===== config.mk =====
export PLATFORM = sky130hd
export DESIGN_NAME = pifb_flag_bank
export DESIGN_NICKNAME = d
export VERILOG_FILES = /design/src/pifb_pkg.sv /design/src/pifb_flag_bank.sv
export SDC_FILE = /design/constraint.sdc
export NUM_CORES = 1
export LEC_CHECK = 0
export ABC_CLOCK_PERIOD_IN_PS = 4400
export BUFFER_PORTS_ARGS = -buffer_cell sky130_fd_sc_hd__buf_4
export CAP_MARGIN = 0
export CORE_ASPECT_RATIO = 1.4
export CORE_MARGIN = 5
export CORE_UTILIZATION = 30
export CTS_BUF_LIST = sky130_fd_sc_hd__clkbuf_4 sky130_fd_sc_hd__clkbuf_8 sky130_fd_sc_hd__clkbuf_16
export CTS_CLUSTER_DIAMETER = 40
export CTS_CLUSTER_SIZE = 14
export DETAILED_ROUTE_END_ITERATION = 7
export PLACE_DENSITY = 0.57
export SKIP_CTS_REPAIR_TIMING = 1
export SLEW_MARGIN = 5
export SYNTH_ARGS = -nofsm -noshare
export SYNTH_HDL_FRONTEND = slang
export SYNTH_SLANG_ARGS = --single-unit

===== constraint.sdc =====
create_clock -name core_clk -period 4.4 [get_ports core_clk]
set_clock_uncertainty 0.2 [all_clocks]
set_input_delay 0.44 -clock core_clk [delete_from_list [all_inputs] [get_ports core_clk]]
set_output_delay 0.44 -clock core_clk [all_outputs]
set_load 0.01 [all_outputs]

===== src/pifb_pkg.sv =====
// Package for the peripheral interrupt flag bank: offsets, bit positions, masks, carriers.
// Assumes an 8-bit register port addressed by 12-bit printed offsets.
package pifb_pkg;

  // Flag register count and widths
  localparam int FLAG_REGS = 5;
  localparam int DATA_W = 8;
  localparam int ADDR_W = 12;
  localparam int EXT_COUNT = 3;
  localparam int PIN_COUNT = 8;
  localparam int SEL_W = 3;

  // Flag register offsets
  localparam logic [ADDR_W-1:0] TIMER_PIN_EVENT_FLAGS_OFS = 12'hEC5;
  localparam logic [ADDR_W-1:0] CLOCK_CONVERTER_EVENT_FLAGS_OFS = 12'hEC6;
  localparam logic [ADDR_W-1:0] ANALOG_EVENT_FLAGS_OFS = 12'hEC7;
  localparam logic [ADDR_W-1:0] SERIAL_EVENT_FLAGS_OFS = 12'hEC8;
  localparam logic [ADDR_W-1:0] TIMER_MATCH_OVERFLOW_FLAGS_OFS = 12'hEC9;
  localparam logic [ADDR_W-1:0] FLAG_OFS [FLAG_REGS] = '{TIMER_PIN_EVENT_FLAGS_OFS,
    CLOCK_CONVERTER_EVENT_FLAGS_OFS, ANALOG_EVENT_FLAGS_OFS, SERIAL_EVENT_FLAGS_OFS,
    TIMER_MATCH_OVERFLOW_FLAGS_OFS};

  // Control registers: external pin select per input, and edge polarity
  localparam logic [ADDR_W-1:0] EXT_IRQ_PIN_SELECT_OFS [EXT_COUNT] = '{12'hED0, 12'hED1, 12'hED2};
  localparam logic [ADDR_W-1:0] EXT_EDGE_SELECT_OFS = 12'hED3;

  // Register indices
  localparam int TPE = 0;
  localparam int CCE = 1;
  localparam int ANE = 2;
  localparam int SER = 3;
  localparam int TMO = 4;

  // Reset values
  localparam logic [DATA_W-1:0] FLAG_RESET = 8'h00;
  localparam logic [SEL_W-1:0] PIN_SELECT_RESET = 3'h0;
  localparam logic [EXT_COUNT-1:0] EDGE_SELECT_RESET = 3'h7;

  // Implemented and hardware-owned bit masks per register
  localparam logic [DATA_W-1:0] IMPL_MASK [FLAG_REGS] = '{8'h37, 8'hC3, 8'hC3, 8'hFF, 8'h3F};
  localparam logic [DATA_W-1:0] RO_MASK [FLAG_REGS] = '{8'h10, 8'h00, 8'h00, 8'hF0, 8'h00};

  // Bit positions
  localparam int EXT_PIN_BIT0 = 0;
  localparam int PIN_CHANGE_BIT = 4;
  localparam int TIMER_A_BIT = 5;
  localparam int CONV_DONE_BIT = 0;
  localparam int CONV_THRESH_BIT = 1;
  localparam int CLK_SWITCH_BIT = 6;
  localparam int OSC_FAIL_BIT = 7;
  localparam int COMPARATOR_BIT0 = 0;
  localparam int ZERO_CROSS_BIT = 6;
  localparam int VOLT_DETECT_BIT = 7;
  localparam int SYNC_DONE_BIT0 = 0;
  localparam int BUS_COLL_BIT0 = 1;
  localparam int TX_EMPTY_BIT0 = 4;
  localparam int RX_FULL_BIT0 = 5;
  localparam int PORT_STRIDE = 2;
  localparam int WIDE_OVF_BIT0 = 0;
  localparam int PERIOD_MATCH_BIT0 = 1;

  // One-cycle event pulses from the peripherals
  typedef struct packed {
    logic timerAOverflow;
    logic pinChangeEvent;
    logic oscFail;
    logic clockSwitchReady;
    logic conversionDone;
    logic converterThreshold;
    logic voltageDetect;
    logic zeroCross;
    logic [1:0] comparatorChange;
    logic [1:0] syncPortDone;
    logic [1:0] busCollision;
    logic [2:0] periodMatch;
    logic [2:0] wideOverflow;
  } pifb_event_type;

  // Levels that read-only flags follow
  typedef struct packed {
    logic [7:0] pinChangeFlagReg;
    logic [1:0] rxFull;
    logic [1:0] txEmpty;
  } pifb_level_type;

  // Register port request
  typedef struct packed {
    logic wrStrobe;
    logic rdStrobe;
    logic [ADDR_W-1:0] addr;
    logic [DATA_W-1:0] wrData;
  } pifb_bus_type;

endpackage : pifb_pkg


===== src/pifb_flag_bank.sv =====
// Peripheral interrupt flag bank: five 8-bit flag registers plus external pin selection.
// Assumes peripheral events are one-cycle pulses on core_clk and all inputs are synchronous.

// How it works
// (RQ1) Timer A overflow sets flag bit 5 of register 0, held until cleared.
// (RQ2) Pin-change flag is read-only; set by event, cleared when pin-change flags clear.
// (RQ3) Three external pin flags in bits 0..2, set on their interrupt edge.
// (RQ4) Register 0 flags raise the request without the peripheral gate.
// (RQ5) Each external flag's pin comes from a pin-select register.
// (RQ6) Oscillator fail selects the internal fast oscillator and sets bit 7.
// (RQ7) Clock-switch ready sets bit 6; software clears it.
// (RQ8) Clock-switch flag alone never raises the wake request.
// (RQ9) Converter threshold sets bit 1 of register 1, held until cleared.
// (RQ10) Conversion done sets bit 0 of register 1, held until cleared.
// (RQ11) Voltage detect event sets bit 7 of register 2.
// (RQ12) Zero-cross change sets bit 6 of register 2, held until cleared.
// (RQ13) Comparator changes set bits 0 and 1 of register 2.
// (RQ14) Receive flags bits 5 and 7 are read-only, follow buffer-full levels.
// (RQ15) Transmit flags bits 4 and 6 are read-only, follow buffer-empty levels.
// (RQ16) Bus collision sets bit 1 or 3; software clears it.
// (RQ17) Sync port completion sets bit 0 or 2; software clears it.
// (RQ18) Period matches of three short timers set bits 1, 3, 5 of register 4.
// (RQ19) Overflows of three wide timers set bits 0, 2, 4 of register 4.
// (RQ20) Flags set regardless of any enable bit.
// (RQ21) Writing zero clears a flag; a same-cycle hardware set wins.
// (RQ22) Unimplemented bits read zero and ignore writes.
module pifb_flag_bank
  import pifb_pkg::*;
(
  input wire logic core_clk, // System clock
  input wire logic rst, // Synchronous reset, active high
  input wire pifb_bus_type busReq, // Register port request
  output logic [DATA_W-1:0] rdData, // Read data, cycle after read strobe
  input wire pifb_event_type events, // Peripheral event pulses
  input wire pifb_level_type levels, // Source levels for read-only flags
  input wire logic [PIN_COUNT-1:0] extPins, // Candidate external interrupt pins
  input wire logic peripheralIrqGate, // Peripheral interrupt gate level
  output logic irqRequest, // Interrupt request to the core
  output logic wakeRequest, // Wake request to the sleep controller
  output logic fastOscSelect // Clock input switched to internal fast oscillator
);

  logic [DATA_W-1:0] flagReg [FLAG_REGS];
  logic [DATA_W-1:0] setVec [FLAG_REGS];
  logic [DATA_W-1:0] roVal [FLAG_REGS];
  logic [FLAG_REGS-1:0] flagSel;
  logic [SEL_W-1:0] pinSelReg [EXT_COUNT];
  logic [EXT_COUNT-1:0] edgeSelReg;
  logic [EXT_COUNT-1:0] pinLevel;
  logic [EXT_COUNT-1:0] pinPrevReg;
  logic [EXT_COUNT-1:0] extEdge;
  logic [EXT_COUNT-1:0] pinSelHit;
  logic edgeSelHit;
  logic [DATA_W-1:0] rdData_next;
  logic [DATA_W-1:0] rdData_reg;
  logic irqRequest_reg;
  logic wakeRequest_reg;
  logic fastOscSelect_reg;
  logic peripheralAny;
  logic wakeAny;
  logic [DATA_W-1:0] wakeMask;

  // Address decode
  always_comb begin
    for (int r = 0; r < FLAG_REGS; r++) begin
      flagSel[r] = (busReq.addr == FLAG_OFS[r]);
    end
    for (int e = 0; e < EXT_COUNT; e++) begin
      pinSelHit[e] = (busReq.addr == EXT_IRQ_PIN_SELECT_OFS[e]);
    end
    edgeSelHit = (busReq.addr == EXT_EDGE_SELECT_OFS);
  end

  // Pin select and edge polarity control registers
  always_ff @(posedge core_clk) begin
    if (rst) begin
      for (int e = 0; e < EXT_COUNT; e++) begin
        pinSelReg[e] <= PIN_SELECT_RESET;
      end
      edgeSelReg <= EDGE_SELECT_RESET;
    end else if (busReq.wrStrobe) begin
      for (int e = 0; e < EXT_COUNT; e++) begin
        if (pinSelHit[e]) begin
          pinSelReg[e] <= busReq.wrData[SEL_W-1:0];
        end
      end
      if (edgeSelHit) begin
        edgeSelReg <= busReq.wrData[EXT_COUNT-1:0];
      end
    end
  end

  // External pin routing and edge detection
  generate
    for (genvar e = 0; e < EXT_COUNT; e++) begin : g_ext
      // (RQ5) pin chosen by select
      assign pinLevel[e] = extPins[pinSelReg[e]];
      // (RQ3) rising or falling edge
      assign extEdge[e] = edgeSelReg[e] ? (pinLevel[e] & ~pinPrevReg[e]) : (~pinLevel[e] & pinPrevReg[e]);
    end
  endgenerate

  // Previous level of each selected pin; follows the pin in reset too,
  // so a pin that idles high shows no false edge at release
  always_ff @(posedge core_clk) begin
    if (rst) begin
      pinPrevReg <= pinLevel;
    end else begin
      pinPrevReg <= pinLevel;
    end
  end

  // Hardware set vectors, never gated by enables
  always_comb begin
    for (int r = 0; r < FLAG_REGS; r++) begin
      setVec[r] = '0;
      roVal[r] = '0;
    end
    // (RQ20) no enable gating
    // (RQ1) timer A overflow
    setVec[TPE][TIMER_A_BIT] = events.timerAOverflow;
    // (RQ3) external pin flags
    setVec[TPE][EXT_PIN_BIT0 +: EXT_COUNT] = extEdge;
    // (RQ2) pin change set and release
    roVal[TPE][PIN_CHANGE_BIT] = events.pinChangeEvent
      | (flagReg[TPE][PIN_CHANGE_BIT] & (|levels.pinChangeFlagReg));
    // (RQ6) oscillator fail flag
    setVec[CCE][OSC_FAIL_BIT] = events.oscFail;
    // (RQ7) clock switch ready
    setVec[CCE][CLK_SWITCH_BIT] = events.clockSwitchReady;
    // (RQ9) converter threshold
    setVec[CCE][CONV_THRESH_BIT] = events.converterThreshold;
    // (RQ10) conversion done
    setVec[CCE][CONV_DONE_BIT] = events.conversionDone;
    // (RQ11) voltage detect
    setVec[ANE][VOLT_DETECT_BIT] = events.voltageDetect;
    // (RQ12) zero cross
    setVec[ANE][ZERO_CROSS_BIT] = events.zeroCross;
    // (RQ13) comparator changes
    setVec[ANE][COMPARATOR_BIT0 +: 2] = events.comparatorChange;
    for (int p = 0; p < 2; p++) begin
      // (RQ17) sync port completion
      setVec[SER][SYNC_DONE_BIT0 + PORT_STRIDE * p] = events.syncPortDone[p];
      // (RQ16) bus collision
      setVec[SER][BUS_COLL_BIT0 + PORT_STRIDE * p] = events.busCollision[p];
      // (RQ15) transmit buffer empty
      roVal[SER][TX_EMPTY_BIT0 + PORT_STRIDE * p] = levels.txEmpty[p];
      // (RQ14) receive buffer full
      roVal[SER][RX_FULL_BIT0 + PORT_STRIDE * p] = levels.rxFull[p];
    end
    for (int t = 0; t < 3; t++) begin
      // (RQ19) wide timer overflow
      setVec[TMO][WIDE_OVF_BIT0 + PORT_STRIDE * t] = events.wideOverflow[t];
      // (RQ18) period match
      setVec[TMO][PERIOD_MATCH_BIT0 + PORT_STRIDE * t] = events.periodMatch[t];
    end
  end

  // Flag registers
  generate
    for (genvar r = 0; r < FLAG_REGS; r++) begin : g_flag
      logic [DATA_W-1:0] swVal;
      logic [DATA_W-1:0] flag_next;
      // (RQ21) write value, then hardware set wins
      assign swVal = (busReq.wrStrobe && flagSel[r]) ? busReq.wrData : flagReg[r];
      // (RQ22) unimplemented bits forced to zero
      assign flag_next = (((swVal | setVec[r]) & ~RO_MASK[r]) | (roVal[r] & RO_MASK[r])) & IMPL_MASK[r];
      always_ff @(posedge core_clk) begin
        if (rst) begin
          flagReg[r] <= FLAG_RESET;
        end else begin
          flagReg[r] <= flag_next;
        end
      end

    end
  endgenerate

  // Read data, valid only in the cycle after the strobe
  always_comb begin
    rdData_next = '0;
    for (int r = 0; r < FLAG_REGS; r++) begin
      if (flagSel[r]) begin
        rdData_next = flagReg[r];
      end
    end
    for (int e = 0; e < EXT_COUNT; e++) begin
      if (pinSelHit[e]) begin
        rdData_next = {{(DATA_W-SEL_W){1'b0}}, pinSelReg[e]};
      end
    end
    if (edgeSelHit) begin
      rdData_next = {{(DATA_W-EXT_COUNT){1'b0}}, edgeSelReg};
    end
  end

  // Read data register
  always_ff @(posedge core_clk) begin
    if (rst) begin
      rdData_reg <= '0;
    end else if (busReq.rdStrobe) begin
      rdData_reg <= rdData_next;
    end else begin
      rdData_reg <= '0;
    end
  end

  // Request summaries
  always_comb begin
    peripheralAny = 1'b0;
    wakeAny = |flagReg[TPE];
    for (int r = 1; r < FLAG_REGS; r++) begin
      peripheralAny = peripheralAny | (|flagReg[r]);
      wakeMask = (r == CCE) ? ~(DATA_W'(1) << CLK_SWITCH_BIT) : '1;
      // (RQ8) clock-switch flag excluded from wake
      wakeAny = wakeAny | (|(flagReg[r] & wakeMask));
    end
    if (FLAG_REGS < 2) begin
      wakeMask = '1;
    end
  end

  // Interrupt and wake requests
  always_ff @(posedge core_clk) begin
    if (rst) begin
      irqRequest_reg <= 1'b0;
      wakeRequest_reg <= 1'b0;
    end else begin
      // (RQ4) register 0 ignores the peripheral gate
      irqRequest_reg <= (|flagReg[TPE]) | (peripheralIrqGate & peripheralAny);
      wakeRequest_reg <= wakeAny;
    end
  end

  // Clock source switch on oscillator failure
  always_ff @(posedge core_clk) begin
    if (rst) begin
      fastOscSelect_reg <= 1'b0;
    end else if (events.oscFail) begin
      // (RQ6) fall back to internal fast oscillator
      fastOscSelect_reg <= 1'b1;
    end
  end

  assign rdData = rdData_reg;
  assign irqRequest = irqRequest_reg;
  assign wakeRequest = wakeRequest_reg;
  assign fastOscSelect = fastOscSelect_reg;
endmodule : pifb_flag_bank


==> impl_metrics.tcl, run 1 <==
set metrics [dict create \
    ys_warn_count 0 \
    antenna_left 0 \
    wl_per_cell_um 16.3 \
    period_minus_slack_ps 2330 \
    overflow 0 \
    via_per_inst 5.11 \
    muxShareOfSynthArea 0.202 \
    hold_start "events[18]" \
    place_area_mm2 0.00332 \
    multi_input_area_mm2 0.00138 \
    largest_reg_flops 27 \
    status "completed" \
    vias 2401 \
    p_sw_mw 0.265 \
    cts_tree "built" \
    clock_sinks 53 \
    worstMarginPinSlew_ps 718 \
    synth_compound_area_frac 0.111 \
    tns_ps 0 \
    nFillCells 918 \
    maxCapViolCount 0 \
    finalHoldViolations 0 \
    io_buffers 75 \
    timing.rr.start "pinSelReg[0][2]" \
    maxSlewViolCount 0 \
    vdd_ir_drop_max_mv 0.161 \
    synthToLayoutAreaGrowth_pct 29.0 \
    final_area_mm2 0.00347 \
    clkPwrFrac 0.359 \
    coreArea_mm2 0.00887 \
    syn_inst 294 \
    synth_top_family_by_area "multiplexers" \
    syn-num-nets 359 \
    die_h_um 122 \
    slew_headroom 0.517 \
    ctsRootBufferMaster "clkbuf_16" \
    cts_made_buffers 5 \
    row_count 41 \
    end_kind "register" \
    hp-class "in2reg" \
    regArea_mm2 0.00115 \
    synth_cell_types 36 \
    grt_pass1_wl_mm 12.3 \
    p_leak_nw 1.61 \
    max_freq_mhz 429 \
    syn_area_mm2 0.00269 \
    finalCritPeriodShare 0.530 \
    reg2reg_to "flagReg[0][0]" \
    grt_start_max_net_pins 33 \
    syn_area_per_cell_um2 9.15 \
    cts.path.max_buffers 2 \
    gp_congestion 0.823 \
    setup_violations 0 \
    worstSetupStartpoint "busReq[13]" \
    r2r_slack_ps 2530 \
    design.portCount 76 \
    seqPwrFrac 0.502 \
    htree_num_levels 2 \
    initial_core_util 0.303 \
    path_max_fanout 8 \
    synthXorXnorAreaFrac 0 \
    drt_iter0_markers 136 \
    startpoint_type "primary input" \
    internal_power_mw 0.820 \
    critical_path.endpoint "flagReg[0][0]" \
    rsz0062_at_grt "no" \
    synthAdderAreaFrac 0 \
    antenna_found_initial 0 \
    dp_hpwl_mm 6.12 \
    fp.dieArea_mm2 0.0110 \
    worstPathArrival_ps 2290 \
    ys_seq_elements 53 \
    final_layout_size_suffix_gt1_frac 0.259 \
    antenna_cells 0 \
    required_ps 4360 \
    grt_pass1_vias 2527 \
    powerDensity_mw_per_mm2 313 \
    pwr-share-comb 0.139 \
    switching_share 0.244 \
    clk_latency_ps 290 \
    drcViolationCount 0 \
    routed_wl_mm 7.68 \
    nets 427 \
    first_pass_iters 4 \
    path_clk_slew_ps 70 \
    path_class "in2reg" \
    fp.dieW_um 90.0 \
    seq_area_frac_synth 0.428 \
    grtUsageTotal 0.138 \
    yosys.area_share.simple 0.199 \
    rr_worst_depth 5 \
]
[per-layer routing]
| metal | vias up | track usage | part of all wire |
|---|---|---|---|
| met4 | 0 | 0.0670 | 0.036 |
| met5 | - | 0 | 0 |
| met1 | 1115 | 0.151 | 0.38 |
| li1 | 1183 | - | - |
| met2 | 82 | 0.254 | 0.53 |
| met3 | 21 | 0.0266 | 0.049 |
[how the worst min path moves through the flow]
stage                         end  cells past startpoint  slack [ps]
floorplan              irqRequest                      2         240
global placement    fastOscSelect                      2         260
detailed placement  fastOscSelect                      2         260
CTS                 flagReg[0][4]                      3         150
global route        fastOscSelect                      3         170
finish              flagReg[0][4]                      3         150
[kinds of logic (layout without fill, tap and decap cells)]
family | count (synthesis) | after routing
buf+inv | 39 | 108
compound gates | 51 | 51
flops | 53 | 53
simple gates | 101 | 101
mux | 50 | 50
[power groups by stage]
stage / clock network, mW / logic (mW) / registers [mW]
global placement: 0 / 0.150 / 0.555
detailed placement: 0 / 0.152 / 0.555
floorplan: 0 / 0.0819 / 0.546
global route: 0.415 / 0.168 / 0.548
CTS: 0.400 / 0.152 / 0.545
finish: 0.390 / 0.151 / 0.545
[area by class of cell]
type	instances	area share
Clock buffer	6	0.0382
Clock inverter	2	0.00397
Inverter	24	0.0260
Multi-Input combinational cell	202	0.397
Sequential cell	53	0.332
Tap cell	107	0.0386
Timing Repair Buffer	76	0.164
[critical path, cell delays in order]
cell and delay [ps]:
buf_4 110, nand3b_1 280, nor3_1 660, nand4_1 410, mux2i_1 270, a31oi_1 120
[through the flow]
stage                util  hold slack [ps]  cells  power [mW]  setup WS, ps
floorplan               -              237    294       0.628          2090
global placement    0.374              262    462       0.704          1880
detailed placement  0.374              263    462       0.707          1810
CTS                 0.391              152    470        1.10          2080
global route        0.391              170    470        1.13          1950
finish              0.391              153    470        1.09          2070
[layout by cell type (no fill, tap or decap), types with 2 or more instances in the layout]
cell type / instances
nand3_1: 5
or4_1: 2
nand2_1: 25
buf_4: 76
clkbuf_16: 5
mux2i_1: 42
o31ai_1: 3
o21ai_0: 8
nor3_1: 6
mux4_2: 3
mux2_2: 5
nor2_1: 20
inv_1: 24
nand2b_1: 4
nor4_1: 9
a31oi_1: 5
and3_1: 2
a21oi_1: 25
a32oi_1: 3
edfxtp_1: 9
nand3b_1: 4
and2_1: 5
dfxtp_1: 44
nand4_1: 5
nor2b_1: 9
o22ai_1: 3
[synth_stat cells]
master,count,share of area
dfxtp_1,44,0.33
inv_1,24,0.033
nand3_1,5,0.0093
a32oi_1,3,0.0098
nand2_1,25,0.035
nand4_1,5,0.012
edfxtp_1,9,0.10
a22oi_1,1,0.0028
mux2_2,5,0.021
and2_1,5,0.012
or2_1,1,0.0023
o21ai_0,8,0.015
buf_6,2,0.0084
nand2b_1,4,0.0093
and3b_1,1,0.0033
mux2i_1,42,0.16
clkbuf_1,11,0.015
a22o_1,1,0.0033
nor2b_1,9,0.021
mux4_2,3,0.025
nor3b_4,1,0.0070
a31oi_1,5,0.012
a21oi_1,25,0.047
or4_4,1,0.0042
buf_1,2,0.0028
o22ai_1,3,0.0070
and3_1,2,0.0047
nor3_1,6,0.011
or4_1,2,0.0056
nor2_1,20,0.028
nand3b_1,4,0.011
nand4b_1,1,0.0033
o2111ai_1,1,0.0033
o221ai_1,1,0.0033
nor4_1,9,0.021
o31ai_1,3,0.0084
Power figures use the tool's default switching activity.
==> run 2: changes to the inputs <==
--- a/config.mk
+++ b/config.mk
@@ -5,7 +5,7 @@
 export SDC_FILE = /design/constraint.sdc
 export NUM_CORES = 1
 export LEC_CHECK = 0
-export ABC_CLOCK_PERIOD_IN_PS = 4400
+export ABC_CLOCK_PERIOD_IN_PS = 2000
 export BUFFER_PORTS_ARGS = -buffer_cell sky130_fd_sc_hd__buf_4
 export CAP_MARGIN = 0
 export CORE_ASPECT_RATIO = 1.4
@@ -15,7 +15,7 @@
 export CTS_CLUSTER_DIAMETER = 40
 export CTS_CLUSTER_SIZE = 14
 export DETAILED_ROUTE_END_ITERATION = 7
-export PLACE_DENSITY = 0.57
+export PLACE_DENSITY = 0.59
 export SKIP_CTS_REPAIR_TIMING = 1
 export SLEW_MARGIN = 5
 export SYNTH_ARGS = -nofsm -noshare
==> constraint.sdc (replaced) <==
create_clock -name core_clk -period 2 [get_ports core_clk]
set_clock_uncertainty 0.2 [all_clocks]
set_input_delay 0.2 -clock core_clk [delete_from_list [all_inputs] [get_ports core_clk]]
set_output_delay 0.2 -clock core_clk [all_outputs]
set_load 0.01 [all_outputs]
==> impl_metrics.tcl, run 2 (synthesis gave the netlist of run 1 again) <==
set metrics [dict create \
    status "finished with violations" \
    failed_checks "negative hold slack" \
    required_ps 1960 \
    antenna_found_initial 0 \
    ctsRootBufferMaster "clkbuf_16" \
    worstSetupStartpoint "flagReg[3][3]" \
    worstMarginPinSlew_ps 405 \
    synthToLayoutAreaGrowth_pct 42.9 \
    whs_path_depth 3 \
    largest_reg_flops 27 \
    grt_pass1_vias 2582 \
    design.portCount 76 \
    routed_wl_mm 7.86 \
    worstPathArrival_ps 1800 \
    finalHoldViolations 4 \
    vdd_ir_drop_max_mv 0.515 \
    nets 470 \
    drcViolationCount 0 \
    wl_per_cell_um 15.3 \
    via_per_inst 4.96 \
    grt_pass1_wl_mm 12.1 \
    antenna_left 0 \
    clock_sinks 53 \
    rsz0062_at_grt "no" \
    row_count 41 \
    startpoint_type "register" \
    cts_tree "built" \
    io_buffers 75 \
    tns_ps 0 \
    grtUsageTotal 0.134 \
    fp.dieArea_mm2 0.0110 \
    path_class "reg2reg" \
    maxCapViolCount 0 \
    rr_worst_depth 5 \
    cts_made_buffers 5 \
    dpl_worst_slack_ps -60.4 \
    initial_core_util 0.303 \
    critical_path.endpoint "irqRequest" \
    max_freq_mhz 543 \
    antenna_cells 0 \
    setup_violations 0 \
    nFillCells 878 \
    reg2reg_to "irqRequest" \
    fp.dieW_um 90.0 \
    grt_start_max_net_pins 33 \
    maxSlewViolCount 0 \
    vias 2545 \
    overflow 0 \
    power_mw 2.44 \
    final_area_mm2 0.00384 \
    first_pass_iters 4 \
    layout_common_cells "98 x buf_4, 44 x dfxtp_1, 42 x mux2i_1, 25 x nand2_1, 25 x a21oi_1" \
    dp_hpwl_mm 6.22 \
    path_clk_slew_ps 70 \
    htree_num_levels 2 \
    powerDensity_mw_per_mm2 634 \
    cts.path.max_buffers 2 \
    end_kind "register" \
    clk_latency_ps 290 \
    p_leak_nw 1.80 \
    die_h_um 122 \
    path_max_fanout 3 \
    finalCritPeriodShare 0.921 \
    fin_ws_ps 158 \
    timing.rr.start "flagReg[3][3]" \
    period_minus_slack_ps 1840 \
    drt_iter0_markers 157 \
    final_layout_size_suffix_gt1_frac 0.286 \
    hp-class "in2reg" \
    final_common_cell "buf_4" \
    coreArea_mm2 0.00887 \
    fin_hold_ws_ps -43.8 \
    r2r_slack_ps 160 \
    gp_congestion 0.867 \
    slew_headroom 0.728 \
    place_area_mm2 0.00349 \
]
[run 2: changes by cell type in the layout (fill, tap and decap cells not counted)]
cell,previous run,this run
buf_4,76,98
clkbuf_4,1,0
clkinvlp_4,0,1
dlygate4sd3_1,0,21
[run 2: worst min path at each step]
stage | startpoint | to | slack (ps)
after floorplan | events[17] | fastOscSelect | 120
final | events[7] | flagReg[3][3] | -40
after detailed placement | events[18] | flagReg[0][4] | 210
after global routing | events[8] | flagReg[3][0] | 1
after global placement | events[18] | flagReg[0][4] | 210
after CTS | events[18] | flagReg[0][4] | -90
[run 2: critical path: stages (launching register included)]
cell and delay [ps]:
dfxtp_1 330, nor4_1 400, nand4_1 150, nor4_1 390, buf_4 180, a21oi_1 60
[run 2: per-stage QoR]
| step | std cells | utilization |
|---|---|---|
| final | 513 | 0.433 |
| after global routing | 513 | 0.433 |
| after CTS | 492 | 0.410 |
| after detailed placement | 484 | 0.393 |
| after global placement | 484 | 0.393 |
| after floorplan | 294 | - |
[run 2: area by class of cell]
class                   instances  area, um^2  share of cell area
multi-input cells             202        1380               0.358
repair buffers                119         946               0.246
flip-flops and latches         53        1150               0.299
clock inverters                 3        21.3             0.00553
inverters                      24        90.1              0.0234
well taps                     107         134              0.0348
clock buffers                   5         125              0.0325
[run 2: power breakdown]
part / total [mW] / switching, mW / internal, mW
logic: 0.379 / 0.161 / 0.218
registers: 1.20 / 0.0531 / 1.15
clock network: 0.857 / 0.391 / 0.466
[run 2: per-layer routing]
| layer | vias up | global-route usage | wire length [um] |
|---|---|---|---|
| met5 | - | 0 | 0 |
| met4 | 0 | 0.0531 | 196 |
| met3 | 15 | 0.0191 | 351 |
| met2 | 73 | 0.245 | 4140 |
| met1 | 1185 | 0.158 | 3170 |
| li1 | 1272 | - | - |
